## src/rsp_pkg.sv

```systemverilog
package rsp_pkg;

    // flash geometry, word addressed
    localparam int ADDR_W        = 14;
    localparam int PAGE_W        = 6;
    localparam int FLASH_WORDS   = 16384;
    localparam int HALTING_AREA_START    = 14336;
    localparam int LDR_MIN_WORDS = 256;

    // apb register offsets
    localparam logic [7:0] OFF_CTRL      = 8'h00;
    localparam logic [7:0] OFF_STATUS    = 8'h04;
    localparam logic [7:0] OFF_INT_STAT  = 8'h08;
    localparam logic [7:0] OFF_INT_CLEAR = 8'h0c;
    localparam logic [7:0] OFF_INT_EN    = 8'h10;

    // program_store_control_reg fields
    localparam int CTRL_EN_BIT    = 0;
    localparam int CTRL_ERASE_BIT = 1;
    localparam int CTRL_WRITE_BIT = 2;
    localparam int CTRL_REEN_BIT  = 4;
    localparam int CTRL_W         = 5;
    localparam logic [CTRL_W-1:0] CTRL_RESET = 5'h00;

    // status fields
    localparam int STAT_BUSY_BIT   = 0;
    localparam int STAT_HALT_BIT   = 1;
    localparam int STAT_ACTIVE_BIT = 2;

    // interrupt events
    localparam int EV_DONE_BIT   = 0;
    localparam int EV_REJECT_BIT = 1;
    localparam int EV_W          = 2;
    localparam logic [EV_W-1:0] EV_RESET = 2'h0;

    // boot lock: bit 0 programmed (zero) forbids self-programming writes
    localparam int LOCK_WR_BIT = 0;

    // page erase / write duration
    localparam int CLK_PERIOD_NS = 50;
    localparam int PROG_TIME_NS  = 4000000;
    localparam int PROG_CYCLES   =
        (PROG_TIME_NS + CLK_PERIOD_NS - 1) / CLK_PERIOD_NS;

    typedef enum logic [1:0] {
        ST_IDLE = 2'b00,
        ST_PROG = 2'b01,
        ST_FIN  = 2'b11
    } rsp_state_t;

endpackage

```

## src/rsp_self_program_control.sv

```systemverilog
// Added by the designer: the APB slave port and the register addresses.
`timescale 1ns/100ps
// Operation
// - store instruction fetched from the application section is ignored
// - from loader_section it may erase or write any page
// - halting choice follows the target address, not the fetch address
// - concurrent_read_area target: core keeps running from halting_area
// - halting_area target: core halted until ST_FIN, released one cycle before flash_erase/flash_write drop
// - concurrent_read_area never readable while programming runs
// - concurrent_area_busy_flag reads one while a concurrent_read_area operation keeps the area blocked
// - loader_section always lies inside halting_area
// - loader boundary from boot_size_fuses, area boundary fixed
// - two independent boot lock sets, application and loader
// - erase and write work on whole pages
// - busy flag set when a concurrent_read_area operation starts
// - concurrent_read_reenable write after completion clears busy flag
// - page buffer load clears the busy flag
module rsp_self_program_control #(
    parameter int ADDR_W      = rsp_pkg::ADDR_W,
    parameter int PAGE_W      = rsp_pkg::PAGE_W,
    parameter int PROG_CYCLES = rsp_pkg::PROG_CYCLES
)(
    // apb slave
    input  wire logic              pclk,
    input  wire logic              presetn,
    input  wire logic              psel,
    input  wire logic              penable,
    input  wire logic              pwrite,
    input  wire logic [7:0]        paddr,
    input  wire logic [31:0]       pwdata,
    output logic      [31:0]       prdata,
    output logic                   pready,
    output logic                   pslverr,
    // fuses and lock bits
    input  wire logic [1:0]        boot_size_fuses,
    input  wire logic [1:0]        lock_app,
    input  wire logic [1:0]        lock_ldr,
    // core store_program_instruction
    input  wire logic              spm_req,
    input  wire logic [ADDR_W-1:0] spm_pc,
    input  wire logic [ADDR_W-1:0] spm_addr,
    // core control
    output logic                   core_halt,
    output logic                   rww_read_block,
    // flash array
    output logic                   flash_erase,
    output logic                   flash_write,
    output logic                   page_load,
    output logic [ADDR_W-PAGE_W-1:0] flash_page,
    // interrupt
    output logic                   irq
);

    localparam int CNT_W = $clog2(PROG_CYCLES + 1);
    localparam logic [CNT_W-1:0] CNT_LOAD = CNT_W'(PROG_CYCLES - 1);
    localparam int PG_W = ADDR_W - PAGE_W;

    if (PROG_CYCLES < 1 || PAGE_W < 1 || PAGE_W >= ADDR_W)
    begin : g_chk
        $error("unsupported parameter values");
    end

    ////////////////////////////////////////////////////////////////////////

    rsp_pkg::rsp_state_t state_q, state_d;

    logic [rsp_pkg::CTRL_W-1:0] ctrl_q;
    logic [rsp_pkg::EV_W-1:0]   ev_stat_q;
    logic [rsp_pkg::EV_W-1:0]   ev_en_q;
    logic [rsp_pkg::EV_W-1:0]   ev_set;
    logic [CNT_W-1:0]           cnt_q;
    logic                       busy_q, busy_d;
    logic                       halt_q;
    logic                       block_q;
    logic                       erase_q;
    logic                       write_q;
    logic                       load_q;
    logic [PG_W-1:0]            page_q;
    logic [31:0]                rdata_q;
    logic                       ready_q;
    logic                       slverr_q;
    logic                       irq_q;

    logic pc_ldr;
    logic pc_hlt;
    logic tgt_ldr;
    logic tgt_hlt;

    rsp_section_map #(
        .ADDR_W        (ADDR_W)
    ) u_pc_map (
        .addr            (spm_pc),
        .boot_size_fuses (boot_size_fuses),
        .in_loader       (pc_ldr),
        .in_halting      (pc_hlt)
    );

    rsp_section_map #(
        .ADDR_W        (ADDR_W)
    ) u_tgt_map (
        .addr            (spm_addr),
        .boot_size_fuses (boot_size_fuses),
        .in_loader       (tgt_ldr),
        .in_halting      (tgt_hlt)
    );

    ////////////////////////////////////////////////////////////////////////
    // apb decode

    logic setup;
    logic wr_acc;
    logic mapped;

    assign setup  = psel && !penable;
    assign wr_acc = psel && penable && ready_q && pwrite;
    assign mapped = (paddr == rsp_pkg::OFF_CTRL)
                 || (paddr == rsp_pkg::OFF_STATUS)
                 || (paddr == rsp_pkg::OFF_INT_STAT)
                 || (paddr == rsp_pkg::OFF_INT_CLEAR)
                 || (paddr == rsp_pkg::OFF_INT_EN);

    ////////////////////////////////////////////////////////////////////////
    // store instruction decode

    logic cmd_en;
    logic cmd_erase;
    logic cmd_write;
    logic cmd_load;
    logic lock_ok;
    logic spm_idle;
    logic start;
    logic reject;
    logic reen_wr;

    assign cmd_en    = ctrl_q[rsp_pkg::CTRL_EN_BIT];
    assign cmd_erase = cmd_en && ctrl_q[rsp_pkg::CTRL_ERASE_BIT];
    assign cmd_write = cmd_en && ctrl_q[rsp_pkg::CTRL_WRITE_BIT];
    assign cmd_load  = cmd_en && !cmd_erase && !cmd_write;
    // each section has its own lock set
    assign lock_ok   = tgt_ldr ? lock_ldr[rsp_pkg::LOCK_WR_BIT]
                               : lock_app[rsp_pkg::LOCK_WR_BIT];
    assign spm_idle  = spm_req && (state_q == rsp_pkg::ST_IDLE);
    // only a loader fetch may start programming, any page is reachable
    assign start  = spm_idle && pc_ldr && lock_ok
                 && (cmd_erase || cmd_write);
    assign reject = spm_idle && (!pc_ldr
                 || ((cmd_erase || cmd_write) && !lock_ok));
    assign reen_wr = wr_acc && (paddr == rsp_pkg::OFF_CTRL)
                  && pwdata[rsp_pkg::CTRL_REEN_BIT];

    ////////////////////////////////////////////////////////////////////////
    // sequencer

    always_comb
    begin
        state_d = state_q;
        unique case (state_q)
            rsp_pkg::ST_IDLE:
                if (start)
                    state_d = rsp_pkg::ST_PROG;
            rsp_pkg::ST_PROG:
                if (cnt_q == '0)
                    state_d = rsp_pkg::ST_FIN;
            rsp_pkg::ST_FIN:
                state_d = rsp_pkg::ST_IDLE;
            default:
                state_d = rsp_pkg::ST_IDLE;
        endcase
    end

    always_ff @(posedge pclk or negedge presetn)
    begin
        if (!presetn)
            state_q <= rsp_pkg::ST_IDLE;
        else
            state_q <= state_d;
    end

    always_ff @(posedge pclk or negedge presetn)
    begin
        if (!presetn)
            cnt_q <= '0;
        else if (start)
            cnt_q <= CNT_LOAD;
        else if (state_q == rsp_pkg::ST_PROG && cnt_q != '0)
            cnt_q <= cnt_q - 1'b1;
    end

    // the set on start wins over any clear in the same cycle
    always_comb
    begin
        busy_d = busy_q;
        if (state_q == rsp_pkg::ST_IDLE && reen_wr)
            busy_d = 1'b0;
        if (spm_idle && pc_ldr && cmd_load)
            busy_d = 1'b0;
        if (start && !tgt_hlt)
            busy_d = 1'b1;
    end

    always_ff @(posedge pclk or negedge presetn)
    begin
        if (!presetn)
        begin
            busy_q  <= 1'b0;
            block_q <= 1'b0;
        end
        else
        begin
            busy_q  <= busy_d;
            // concurrent area stays dark through any operation
            block_q <= busy_d
                    || (state_d != rsp_pkg::ST_IDLE);
        end
    end

    // halting is picked from the target, the core pc plays no part
    always_ff @(posedge pclk or negedge presetn)
    begin
        if (!presetn)
            halt_q <= 1'b0;
        else if (start)
            halt_q <= tgt_hlt;
        else if (state_q == rsp_pkg::ST_PROG && cnt_q == '0)
            halt_q <= 1'b0;
    end

    always_ff @(posedge pclk or negedge presetn)
    begin
        if (!presetn)
        begin
            erase_q <= 1'b0;
            write_q <= 1'b0;
            page_q  <= '0;
        end
        else if (start)
        begin
            erase_q <= cmd_erase;
            write_q <= cmd_write && !cmd_erase;
            page_q  <= spm_addr[ADDR_W-1:PAGE_W];
        end
        else if (state_d == rsp_pkg::ST_IDLE)
        begin
            erase_q <= 1'b0;
            write_q <= 1'b0;
        end
    end

    always_ff @(posedge pclk or negedge presetn)
    begin
        if (!presetn)
            load_q <= 1'b0;
        else
            load_q <= spm_idle && pc_ldr && cmd_load;
    end

    ////////////////////////////////////////////////////////////////////////
    // registers

    // control is frozen while an operation runs; the enable drops at its end
    always_ff @(posedge pclk or negedge presetn)
    begin
        if (!presetn)
            ctrl_q <= rsp_pkg::CTRL_RESET;
        else if (state_q == rsp_pkg::ST_FIN
              || (spm_idle && pc_ldr && cmd_load))
            ctrl_q <= rsp_pkg::CTRL_RESET;
        else if (wr_acc && paddr == rsp_pkg::OFF_CTRL
              && state_q == rsp_pkg::ST_IDLE)
            ctrl_q <= {1'b0, pwdata[rsp_pkg::CTRL_W-2:0]};
    end

    assign ev_set = {reject, state_q == rsp_pkg::ST_FIN};

    // sticky events: a set in the clearing cycle survives
    always_ff @(posedge pclk or negedge presetn)
    begin
        if (!presetn)
            ev_stat_q <= rsp_pkg::EV_RESET;
        else if (wr_acc && paddr == rsp_pkg::OFF_INT_CLEAR)
            ev_stat_q <= (ev_stat_q & ~pwdata[rsp_pkg::EV_W-1:0]) | ev_set;
        else
            ev_stat_q <= ev_stat_q | ev_set;
    end

    always_ff @(posedge pclk or negedge presetn)
    begin
        if (!presetn)
            ev_en_q <= rsp_pkg::EV_RESET;
        else if (wr_acc && paddr == rsp_pkg::OFF_INT_EN)
            ev_en_q <= pwdata[rsp_pkg::EV_W-1:0];
    end

    always_ff @(posedge pclk or negedge presetn)
    begin
        if (!presetn)
            irq_q <= 1'b0;
        else
            irq_q <= |(ev_stat_q & ev_en_q);
    end

    // read data is latched in the setup cycle, so no access takes a wait state
    always_ff @(posedge pclk or negedge presetn)
    begin
        if (!presetn)
        begin
            rdata_q  <= 32'h0000_0000;
            ready_q  <= 1'b0;
            slverr_q <= 1'b0;
        end
        else
        begin
            ready_q  <= 1'b1;
            if (setup)
            begin
                slverr_q <= !mapped;
                rdata_q  <= 32'h0000_0000;
                unique case (paddr)
                    rsp_pkg::OFF_CTRL:
                        rdata_q[rsp_pkg::CTRL_W-1:0] <= ctrl_q;
                    rsp_pkg::OFF_STATUS:
                    begin
                        rdata_q[rsp_pkg::STAT_BUSY_BIT] <= busy_q;
                        rdata_q[rsp_pkg::STAT_HALT_BIT] <= halt_q;
                        rdata_q[rsp_pkg::STAT_ACTIVE_BIT] <=
                            state_q != rsp_pkg::ST_IDLE;
                    end
                    rsp_pkg::OFF_INT_STAT:
                        rdata_q[rsp_pkg::EV_W-1:0] <= ev_stat_q;
                    rsp_pkg::OFF_INT_EN:
                        rdata_q[rsp_pkg::EV_W-1:0] <= ev_en_q;
                    default:
                        rdata_q <= 32'h0000_0000;
                endcase
            end
        end
    end

    assign prdata         = rdata_q;
    assign pready         = ready_q;
    assign pslverr        = slverr_q;
    assign core_halt      = halt_q;
    assign rww_read_block = block_q;
    assign flash_erase    = erase_q;
    assign flash_write    = write_q;
    assign page_load      = load_q;
    assign flash_page     = page_q;
    assign irq            = irq_q;

    ////////////////////////////////////////////////////////////////////////
    // checks

    app_ignore_a: assert property (@(posedge pclk) disable iff (!presetn)
        spm_idle && !pc_ldr |=> !erase_q && !write_q
            && state_q == rsp_pkg::ST_IDLE)
        else $error("store from application section started an operation");

    any_page_a: assert property (@(posedge pclk) disable iff (!presetn)
        start && cmd_erase |=> erase_q
            && page_q == $past(spm_addr[ADDR_W-1:PAGE_W]))
        else $error("loader erase did not reach the target page");

    halt_pick_a: assert property (@(posedge pclk) disable iff (!presetn)
        start && tgt_hlt |=> halt_q [*8])
        else $error("halting area target did not halt the core");

    run_pick_a: assert property (@(posedge pclk) disable iff (!presetn)
        start && !tgt_hlt |=> !halt_q && busy_q)
        else $error("concurrent area target halted or left busy clear");

    area_dark_a: assert property (@(posedge pclk) disable iff (!presetn)
        state_q != rsp_pkg::ST_IDLE |-> block_q)
        else $error("concurrent area readable during programming");

    busy_read_a: assert property (@(posedge pclk) disable iff (!presetn)
        setup && paddr == rsp_pkg::OFF_STATUS
            |=> rdata_q[rsp_pkg::STAT_BUSY_BIT] == $past(busy_q))
        else $error("busy flag read back wrong");

    reen_clear_a: assert property (@(posedge pclk) disable iff (!presetn)
        reen_wr && state_q == rsp_pkg::ST_IDLE && !spm_req |=> !busy_q)
        else $error("re-enable write left the busy flag set");

    load_clear_a: assert property (@(posedge pclk) disable iff (!presetn)
        spm_idle && pc_ldr && cmd_load |=> !busy_q && load_q)
        else $error("page load did not clear the busy flag");

    core_release_a: assert property (@(posedge pclk) disable iff (!presetn)
        state_q == rsp_pkg::ST_PROG && cnt_q == '0
            |=> !halt_q && state_q == rsp_pkg::ST_FIN ##1 !block_q || busy_q)
        else $error("core not released at the end of the operation");

    lock_block_a: assert property (@(posedge pclk) disable iff (!presetn)
        spm_idle && pc_ldr && cmd_write && !lock_ok |=> !write_q && !erase_q)
        else $error("locked section was programmed");

    ldr_inside_a: assert property (@(posedge pclk) disable iff (!presetn)
        pc_ldr |-> pc_hlt)
        else $error("loader section outside the halting area");

    halt_op_c: cover property (@(posedge pclk) disable iff (!presetn)
        start && tgt_hlt ##[1:200] state_q == rsp_pkg::ST_FIN);
    run_op_c: cover property (@(posedge pclk) disable iff (!presetn)
        start && !tgt_hlt ##[1:200] reen_wr && !busy_d);
    reject_c: cover property (@(posedge pclk) disable iff (!presetn)
        reject ##2 irq_q);

endmodule

```

## src/rsp_section_map.sv

```systemverilog
`timescale 1ns/100ps
module rsp_section_map #(
    parameter int ADDR_W        = rsp_pkg::ADDR_W,
    parameter int FLASH_WORDS   = rsp_pkg::FLASH_WORDS,
    parameter int HALTING_AREA_START    = rsp_pkg::HALTING_AREA_START,
    parameter int LDR_MIN_WORDS = rsp_pkg::LDR_MIN_WORDS
)(
    // address under test
    input  wire logic [ADDR_W-1:0] addr,
    input  wire logic [1:0]        boot_size_fuses,
    // classification
    output logic                   in_loader,
    output logic                   in_halting
);

    localparam logic [ADDR_W:0] TOP_W  = (ADDR_W+1)'(FLASH_WORDS);
    localparam logic [ADDR_W:0] MIN_W  = (ADDR_W+1)'(LDR_MIN_WORDS);
    localparam logic [ADDR_W:0] HALTING_AREA_W = (ADDR_W+1)'(HALTING_AREA_START);

    logic [ADDR_W:0] ldr_size;
    logic [ADDR_W:0] ldr_start;

    // all fuse bits unprogrammed give the smallest loader
    always_comb
    begin
        ldr_size  = MIN_W << (~boot_size_fuses);
        ldr_start = TOP_W - ldr_size;
    end

    // loader boundary follows the fuses, halting boundary is fixed
    assign in_loader  = {1'b0, addr} >= ldr_start;
    assign in_halting = {1'b0, addr} >= HALTING_AREA_W;

    // largest loader must still sit inside the halting area
    if (FLASH_WORDS - (LDR_MIN_WORDS << 3) < HALTING_AREA_START)
    begin : g_chk
        $error("loader can reach outside the halting area");
    end

endmodule

```

## config.mk

```make
export PLATFORM = sky130hd
export DESIGN_NAME = rsp_self_program_control
export DESIGN_NICKNAME = d
export VERILOG_FILES = /design/src/rsp_pkg.sv /design/src/rsp_self_program_control.sv /design/src/rsp_section_map.sv
export SDC_FILE = /design/constraint.sdc
export NUM_CORES = 1
export LEC_CHECK = 0
export BUFFER_PORTS_ARGS = -buffer_cell sky130_fd_sc_hd__buf_2
export CAP_MARGIN = 25
export CORE_MARGIN = 2
export CORE_UTILIZATION = 43
export CTS_CLUSTER_DIAMETER = 120
export DETAILED_ROUTE_END_ITERATION = 12
export PLACE_DENSITY_LB_ADDON = 0.3
export SLEW_MARGIN = 20
export SYNTH_ARGS = -nofsm -noshare
export SYNTH_HDL_FRONTEND = slang
export SYNTH_SLANG_ARGS = --single-unit
```

## constraint.sdc

```tcl
create_clock -name pclk -period 2.2 [get_ports pclk]
set_input_delay 0.22 -clock pclk [delete_from_list [all_inputs] [get_ports pclk]]
set_output_delay 0.22 -clock pclk [all_outputs]
set_load 0.02 [all_outputs]
```

==> flow_summary_export.csv, run 1 <==
group,metric,value,unit
sta,slew_headroom,42.0,%
global_route,grt_start_max_net_pins,40,
sta,timing_worst_slew_pin_value,0.870,ns
floorplanning,core_area,6390,µm²
min_path,hold_path.class,"input pin to asynchronous set/reset pin",
worst_setup_path,worst_ep_arrival_time,2.33,ns
sta,finalHoldViolations,0,
clock_tree,clock_transition_at_the_registers_of_the_reported_paths,0.09,ns
floorplanning,ios,128,
synth,ys_async_sr_fraction,100,%
worst_setup_path,critical_path.slowest_cell,"sky130_fd_sc_hd__or4_4",
power_and_ir_drop,design_power_total,1790,µW
power_and_ir_drop,leakage_power,0.00166,µW
clock_tree,cts_inserted_buffers,5,
sta,setup-violations-final,0,
worst_setup_path,reg2reg_setup_slack,0.11,ns
route,via_count,2274,
floorplanning,die_h,85.4,µm
worst_setup_path,critical_path_maximum_fanout,5,
clock_tree,ctsLongestPathBuffers,2,
synth,synth.largest_area_cell,"sky130_fd_sc_hd__dfrtp_1",
sta,finalCritPeriodShare,95.1,%
final_layout,nNetsFinal,462,
sta,grt_setup_unrepaired,"no",
clock_tree,root_buffer_cell,"sky130_fd_sc_hd__clkbuf_8",
synth,mapped_cell_area,2850,µm²
flow_run,maxCapViolCount,0,
route,route.detailed.vias_per_inst,5.02,
clock_tree,cts_sinks,48,
synth,synth_top_cells_by_area,"sky130_fd_sc_hd__dfrtp_1 42%, sky130_fd_sc_hd__buf_4 7.4%, sky130_fd_sc_hd__ha_1 3.1%",
final_layout,instances_no_fill,453,
synth,syn_area_cell,10.1,µm²
sta,post-route-worst-setup-slack,0.107,ns
clock_tree,insertion_delay,0.30,ns
clock_tree,cts_max_level,2,
route,remaining_drc_errors,0,
global_route,vias_in_the_first_global_route,2178,
route,post_drt_wl_per_cell,13.3,µm
synth,yosys_most_used_dff,"sky130_fd_sc_hd__dfrtp_1",
placement,detailed_place_hpwl,4.69,mm
worst_setup_path,timing.reg2reg.worst_path_depth,7,
power_and_ir_drop,power-per-cell-area,509,nW/µm²
sta,hold-worst-slack,0.0179,ns
power_and_ir_drop,vdd.ir_drop.worst,0.000393,V
route,antenna_viol_nets_final,0,
worst_setup_path,worstPathCellList,"or4_4, or3_4, o31ai_1, buf_4, nor4_1, xnor2_1, nor2_1",
floorplanning,placement_rows,29,
worst_setup_path,terminus_of_the_critical_flop_to_flop_path,"cnt_q[10]",
global_route,grt_antenna_before_repair,0,
synth,top_cell_type_s_share_of_synthesized_area,42.2,%
global_route,wire_length_of_the_first_global_routing_pass,10.1,mm
worst_setup_path,worstSetupPathType,"register to register",
final_layout,antenna-diode-count,0,
global_route,global_route.overflow_total,0,
final_layout,drive_above_1_share,34.0,%
sta,timing_max_transition_violations_final,0,
synth,yosysWarnings,0,
worst_setup_path,critical-path-top-delay-family,"simple AND/OR/NAND/NOR gates",
floorplanning,die_x,85.4,µm
route,routed_wirelength,6.01,mm
worst_setup_path,crit_required,2.43,ns
clock_tree,cts_tree,"done",
worst_setup_path,sort_of_element_at_the_end_of_the_critical_path,"register",
synth,post_synth_num_cell_types,60,
clock_tree,cts_hold_buffers,0,
route,initialDrtViolationCount,107,
sta,worst_clock_skew,0.00466,ns
sta,final.min_clock_period,2.09,ns
floorplanning,initial_utilization,44.6,%
worst_setup_path,timing.rr.start,"cnt_q[9]",
synth,synth_seq_area_share,42.2,%
global_route,grt_usage,17.3,%
placement,placed_cells_incl_taps,444,
placement,placement.io_buffers,64,
worst_setup_path,critPathBufInv,1,
synth,postSynthCellCount,281,
sta,timing.fmax,478,MHz
synth,synthTopCellsByCount,"48 x sky130_fd_sc_hd__dfrtp_1, 28 x sky130_fd_sc_hd__buf_4, 22 x sky130_fd_sc_hd__nor2_1, 19 x sky130_fd_sc_hd__nand2_1, 12 x sky130_fd_sc_hd__nand2b_1",
worst_setup_path,critical_path_cell_count,7,
placement,preCtsSetupSlack,-0.237,ns
placement,gpl.final_weighted_congestion,0.857,
synth,synth-edff-count,0,
final_layout,area_delta_synth_final,23.7,%
floorplanning,fp.dieArea,7290,µm²
synth,synth-seq-cells,48,
synth,synth_most_common_cell,"sky130_fd_sc_hd__dfrtp_1",
worst_setup_path,critical_path.startpoint_type,"register",
worst_setup_path,cpPeakStageDelay,0.57,ns
status,outcome,"complete, no violations",
route,firstDrtPassIters,4,
[worst max path at each step]
stage	start	endpoint	slack [ns]
final	cnt_q[9]	cnt_q[10]	0.11
after global routing	cnt_q[9]	cnt_q[10]	0.001
after CTS	cnt_q[9]	cnt_q[10]	0.05
after detailed placement	boot_size_fuses[1]	core_halt	-0.24
after global placement	boot_size_fuses[1]	core_halt	-0.18
after floorplan	boot_size_fuses[0]	flash_page[0]	-0.01
[cell families after synthesis]
family / Yosys count / share of synthesized area, %
mux: 17 / 6.41
xor+xnor: 13 / 4.00
flops: 48 / 42.2
simple gates: 96 / 19.1
fa+ha+maj: 7 / 3.08
buf+inv: 42 / 10.1
compound gates: 56 / 14.9
other cells: 2 / 0.264
[layer usage]
| layer | vias to the layer above | part of all wire [%] | GRT usage, % |
|---|---|---|---|
| met4 | 0 | 1.2 | 5.92 |
| met3 | 6 | 5.9 | 4.09 |
| met1 | 1053 | 46 | 23.2 |
| met5 | - | 0 | 0 |
| li1 | 1139 | - | - |
| met2 | 76 | 47 | 27.6 |
[worst reg2reg max path, stage by stage, from the launching register on]
cell,delay (ns)
sky130_fd_sc_hd__dfrtp_1,0.39
sky130_fd_sc_hd__or4_4,0.57
sky130_fd_sc_hd__or3_4,0.40
sky130_fd_sc_hd__o31ai_1,0.21
sky130_fd_sc_hd__buf_4,0.17
sky130_fd_sc_hd__nor4_1,0.05
sky130_fd_sc_hd__xnor2_1,0.12
sky130_fd_sc_hd__nor2_1,0.11
[where the power goes]
group | total [µW] | leakage, µW | switching [µW] | internal (µW)
clock network | 675 | 0.0000614 | 303 | 372
registers | 886 | 0.000584 | 1.44 | 885
logic | 232 | 0.00102 | 142 | 89.7
[flip-flops by register name (all words and copies together) (netlist names)]
name	count
pready	1
cnt_q	17
flash_page	8
ev_en_q	2
state_q	2
prdata	4
busy_q	1
pslverr	1
page_load	1
flash_write	1
flash_erase	1
ev_stat_q	2
core_halt	1
irq	1
rww_read_block	1
ctrl_q	4
[layout make-up]
cell class | count | area [µm²]
clock buffer | 6 | 82.6
timing repair buffer | 92 | 531
multi-input combinational | 220 | 1540
inverter | 8 | 30.0
tap | 77 | 96.3
clock inverter | 2 | 38.8
fill | 574 | 2860
sequential | 48 | 1200
[per-stage QoR]
| step | utilization, % | setup TNS (ns) | instance area [µm²] |
|---|---|---|---|
| after global placement | 53.1 | -3.58 | 3390 |
| after detailed placement | 53.1 | -4.72 | 3390 |
| after floorplan | - | -0.0958 | 3030 |
| final | 55.2 | 0 | 3520 |
| after CTS | 55.0 | 0 | 3510 |
| after global routing | 55.2 | 0 | 3520 |
[repair_timing]
item,4_1_cts,5_1_grt
endpoints found under the setup margin,0,6
setup buffers,0,1
endpoints found under the hold margin,0,0
gates resized for setup,0,1
[cell usage in the layout, fill, tap and decap left out, types with 8 or more instances in the layout]
cell type                  instances
sky130_fd_sc_hd__a211oi_1          8
sky130_fd_sc_hd__a21oi_1           8
sky130_fd_sc_hd__buf_2            64
sky130_fd_sc_hd__buf_4            28
sky130_fd_sc_hd__conb_1           31
sky130_fd_sc_hd__dfrtp_1          48
sky130_fd_sc_hd__mux2_4            8
sky130_fd_sc_hd__nand2_1          18
sky130_fd_sc_hd__nand2b_1         11
sky130_fd_sc_hd__nor2_1           22
sky130_fd_sc_hd__o21ai_0          10
Power figures use the tool's default switching activity.
==> run 2, diff against run 1 <==
Settings changed: CORE_UTILIZATION 43 to 47, HOLD_SLACK_MARGIN set to 0.15.
Clock period 2.2 ns to 2.4 ns, I/O delays scaled along.
==> run 2 against run 1 <==
Against the previous run:
- setup slack better by 0.053 ns
- first-iteration DRC count is 19% lower
- clock-buffer cell count rose by 1
- utilization rose by 2.6 points
- sequential power shrank 8.2%
- sequential cell count unchanged
- clock power fell by 5.8%
- critical path type is now input pin to register
==> flow_summary_export.csv, run 2 (synthesized netlist as in run 1, its figures left out) <==
group,metric,value,unit
sta,grt_setup_unrepaired,"no",
final_layout,registers.top_by_ff_count,"cnt_q",
worst_setup_path,crit_required,2.61,ns
route,remaining_drc_errors,0,
sta,final.min_clock_period,2.24,ns
placement,placement.io_buffers,64,
final_layout,antenna-diode-count,0,
power_and_ir_drop,switchingPower,394,µW
worst_setup_path,worst_ep_arrival_time,2.45,ns
clock_tree,cts_inserted_buffers,5,
sta,finalHoldViolations,0,
floorplanning,placement_rows,28,
floorplanning,initial_utilization,48.4,%
worst_setup_path,worstSetupPathType,"input pin to register",
final_layout,number_of_flip_flops_under_the_largest_register_name,17,
route,via_count,2250,
worst_setup_path,critical_path.startpoint_type,"input pin",
power_and_ir_drop,power_frac_clock,38.7,%
final_layout,layout.cells.most_common,"sky130_fd_sc_hd__buf_2",
flow_run,maxCapViolCount,0,
clock_tree,post_cts_resized,0,
floorplanning,ios,128,
worst_setup_path,critical_path_maximum_fanout,10,
clock_tree,insertion_delay,0.30,ns
floorplanning,die_x,81.8,µm
global_route,vias_in_the_first_global_route,2180,
min_path,holdCritStartpoint,"spm_addr[7]",
final_layout,nNetsFinal,455,
floorplanning,fp.dieArea,6700,µm²
placement,gpl.final_weighted_congestion,0.805,
route,antenna_viol_nets_final,0,
route,routed_wirelength,5.72,mm
worst_setup_path,reg2reg_setup_slack,0.21,ns
clock_tree,root_buffer_cell,"sky130_fd_sc_hd__clkbuf_8",
final_layout,drive_above_1_share,30.1,%
power_and_ir_drop,leakage_power,0.00161,µW
placement,preCtsSetupSlack,-0.167,ns
power_and_ir_drop,intPower,1250,µW
power_and_ir_drop,vdd.ir_drop.worst,0.000333,V
sta,setup-violations-final,0,
route,post_drt_wl_per_cell,12.9,µm
worst_setup_path,timing.rr.start,"cnt_q[9]",
clock_tree,ctsLongestPathBuffers,2,
sta,final.setup.tns,0,ns
sta,timing_max_transition_violations_final,0,
worst_setup_path,terminus_of_the_critical_flop_to_flop_path,"cnt_q[5]",
power_and_ir_drop,swShare,24.0,%
status,outcome,"complete, no violations",
placement,detailed_place_hpwl,4.58,mm
clock_tree,cts_sinks,48,
sta,timing.fmax,447,MHz
sta,post-route-worst-setup-slack,0.161,ns
min_path,whs_path_depth,2,
final_layout,area_delta_synth_final,19.4,%
route,firstDrtPassIters,4,
power_and_ir_drop,seqPwrFrac,49.4,%
global_route,grt_antenna_before_repair,0,
min_path,terminating_pin_of_the_worst_hold_path,"flash_page[1]",
sta,hold-worst-slack,0.163,ns
clock_tree,cts_tree,"done",
global_route,global_route.overflow_total,0,
power_and_ir_drop,comb_power_share,11.9,%
worst_setup_path,timing.reg2reg.worst_path_depth,6,
sta,worst_clock_skew,0.00911,ns
global_route,grt_start_max_net_pins,24,
min_path,hold_path.class,"input pin to register",
global_route,wire_length_of_the_first_global_routing_pass,9.85,mm
floorplanning,core_area,5890,µm²
route,route.detailed.vias_per_inst,5.07,
floorplanning,die_h,81.8,µm
clock_tree,clock_transition_at_the_registers_of_the_reported_paths,0.09,ns
worst_setup_path,sort_of_element_at_the_end_of_the_critical_path,"register",
route,initialDrtViolationCount,87,
sta,finalCritPeriodShare,93.3,%
final_layout,final_cell_mix,"64 x sky130_fd_sc_hd__buf_2, 48 x sky130_fd_sc_hd__dfrtp_1, 31 x sky130_fd_sc_hd__conb_1, 22 x sky130_fd_sc_hd__nor2_1, 20 x sky130_fd_sc_hd__buf_4",
global_route,grt_usage,19.1,%
clock_tree,cts_max_level,2,
power_and_ir_drop,power-per-cell-area,483,nW/µm²
run 2: worst max-delay path, cell delays in order:
cell and delay [ns]:
sky130_fd_sc_hd__buf_2 0.11, sky130_fd_sc_hd__nand2b_1 0.14, sky130_fd_sc_hd__ha_1 0.17, sky130_fd_sc_hd__nand2_1 0.08
sky130_fd_sc_hd__inv_1 0.05, sky130_fd_sc_hd__ha_1 0.26, sky130_fd_sc_hd__nand2_1 0.05, sky130_fd_sc_hd__a2111o_1 0.42
sky130_fd_sc_hd__a21oi_4 0.19, sky130_fd_sc_hd__nand3_4 0.12, sky130_fd_sc_hd__nor2_8 0.18, sky130_fd_sc_hd__buf_4 0.21
sky130_fd_sc_hd__mux2i_1 0.23
run 2: worst max path at each step:
stage	end	cells past startpoint	startpoint
after floorplan	flash_page[0]	11	boot_size_fuses[0]
after global placement	rww_read_block	12	boot_size_fuses[0]
after detailed placement	core_halt	13	boot_size_fuses[0]
after CTS	core_halt	13	boot_size_fuses[0]
after global routing	core_halt	13	boot_size_fuses[0]
final	core_halt	13	boot_size_fuses[0]
run 2: cell type report:
cell class	instances	area, µm²
fill	543	2480
multi-input combinational	220	1470
tap	75	93.8
clock inverter	1	30.0
timing repair buffer	85	480
clock buffer	7	96.3
sequential	48	1200
inverter	8	30.0
run 2: layer usage:
layer | global-route usage (%) | up-vias | wire (µm)
met5 | 0 | - | 0
li1 | - | 1126 | -
met2 | 31.9 | 81 | 2700
met1 | 24.5 | 1039 | 2590
met3 | 4.73 | 4 | 371
met4 | 5.83 | 0 | 53
run 2: through the flow:
step / cells / utilization (%) / instance area [µm²] / power, µW
after floorplan: 310 / - / 2960 / 972
after global routing: 444 / 57.8 / 3400 / 1730
after CTS: 444 / 57.8 / 3400 / 1660
after detailed placement: 435 / 55.5 / 3260 / 1020
final: 444 / 57.8 / 3400 / 1640
after global placement: 435 / 55.5 / 3260 / 1020
run 2: power groups by stage:
stage / combinational [µW] / sequential, µW / clock (µW)
after global placement: 192 / 829 / 0
after global routing: 221 / 813 / 691
after floorplan: 139 / 833 / 0
after detailed placement: 195 / 829 / 0
after CTS: 197 / 813 / 654
final: 195 / 813 / 636
run 2: timing repair:
item | CTS | global route
buffers inserted | 0 | 0
hold buffers | 1 | 0
hold endpoints to repair | 48 | 0
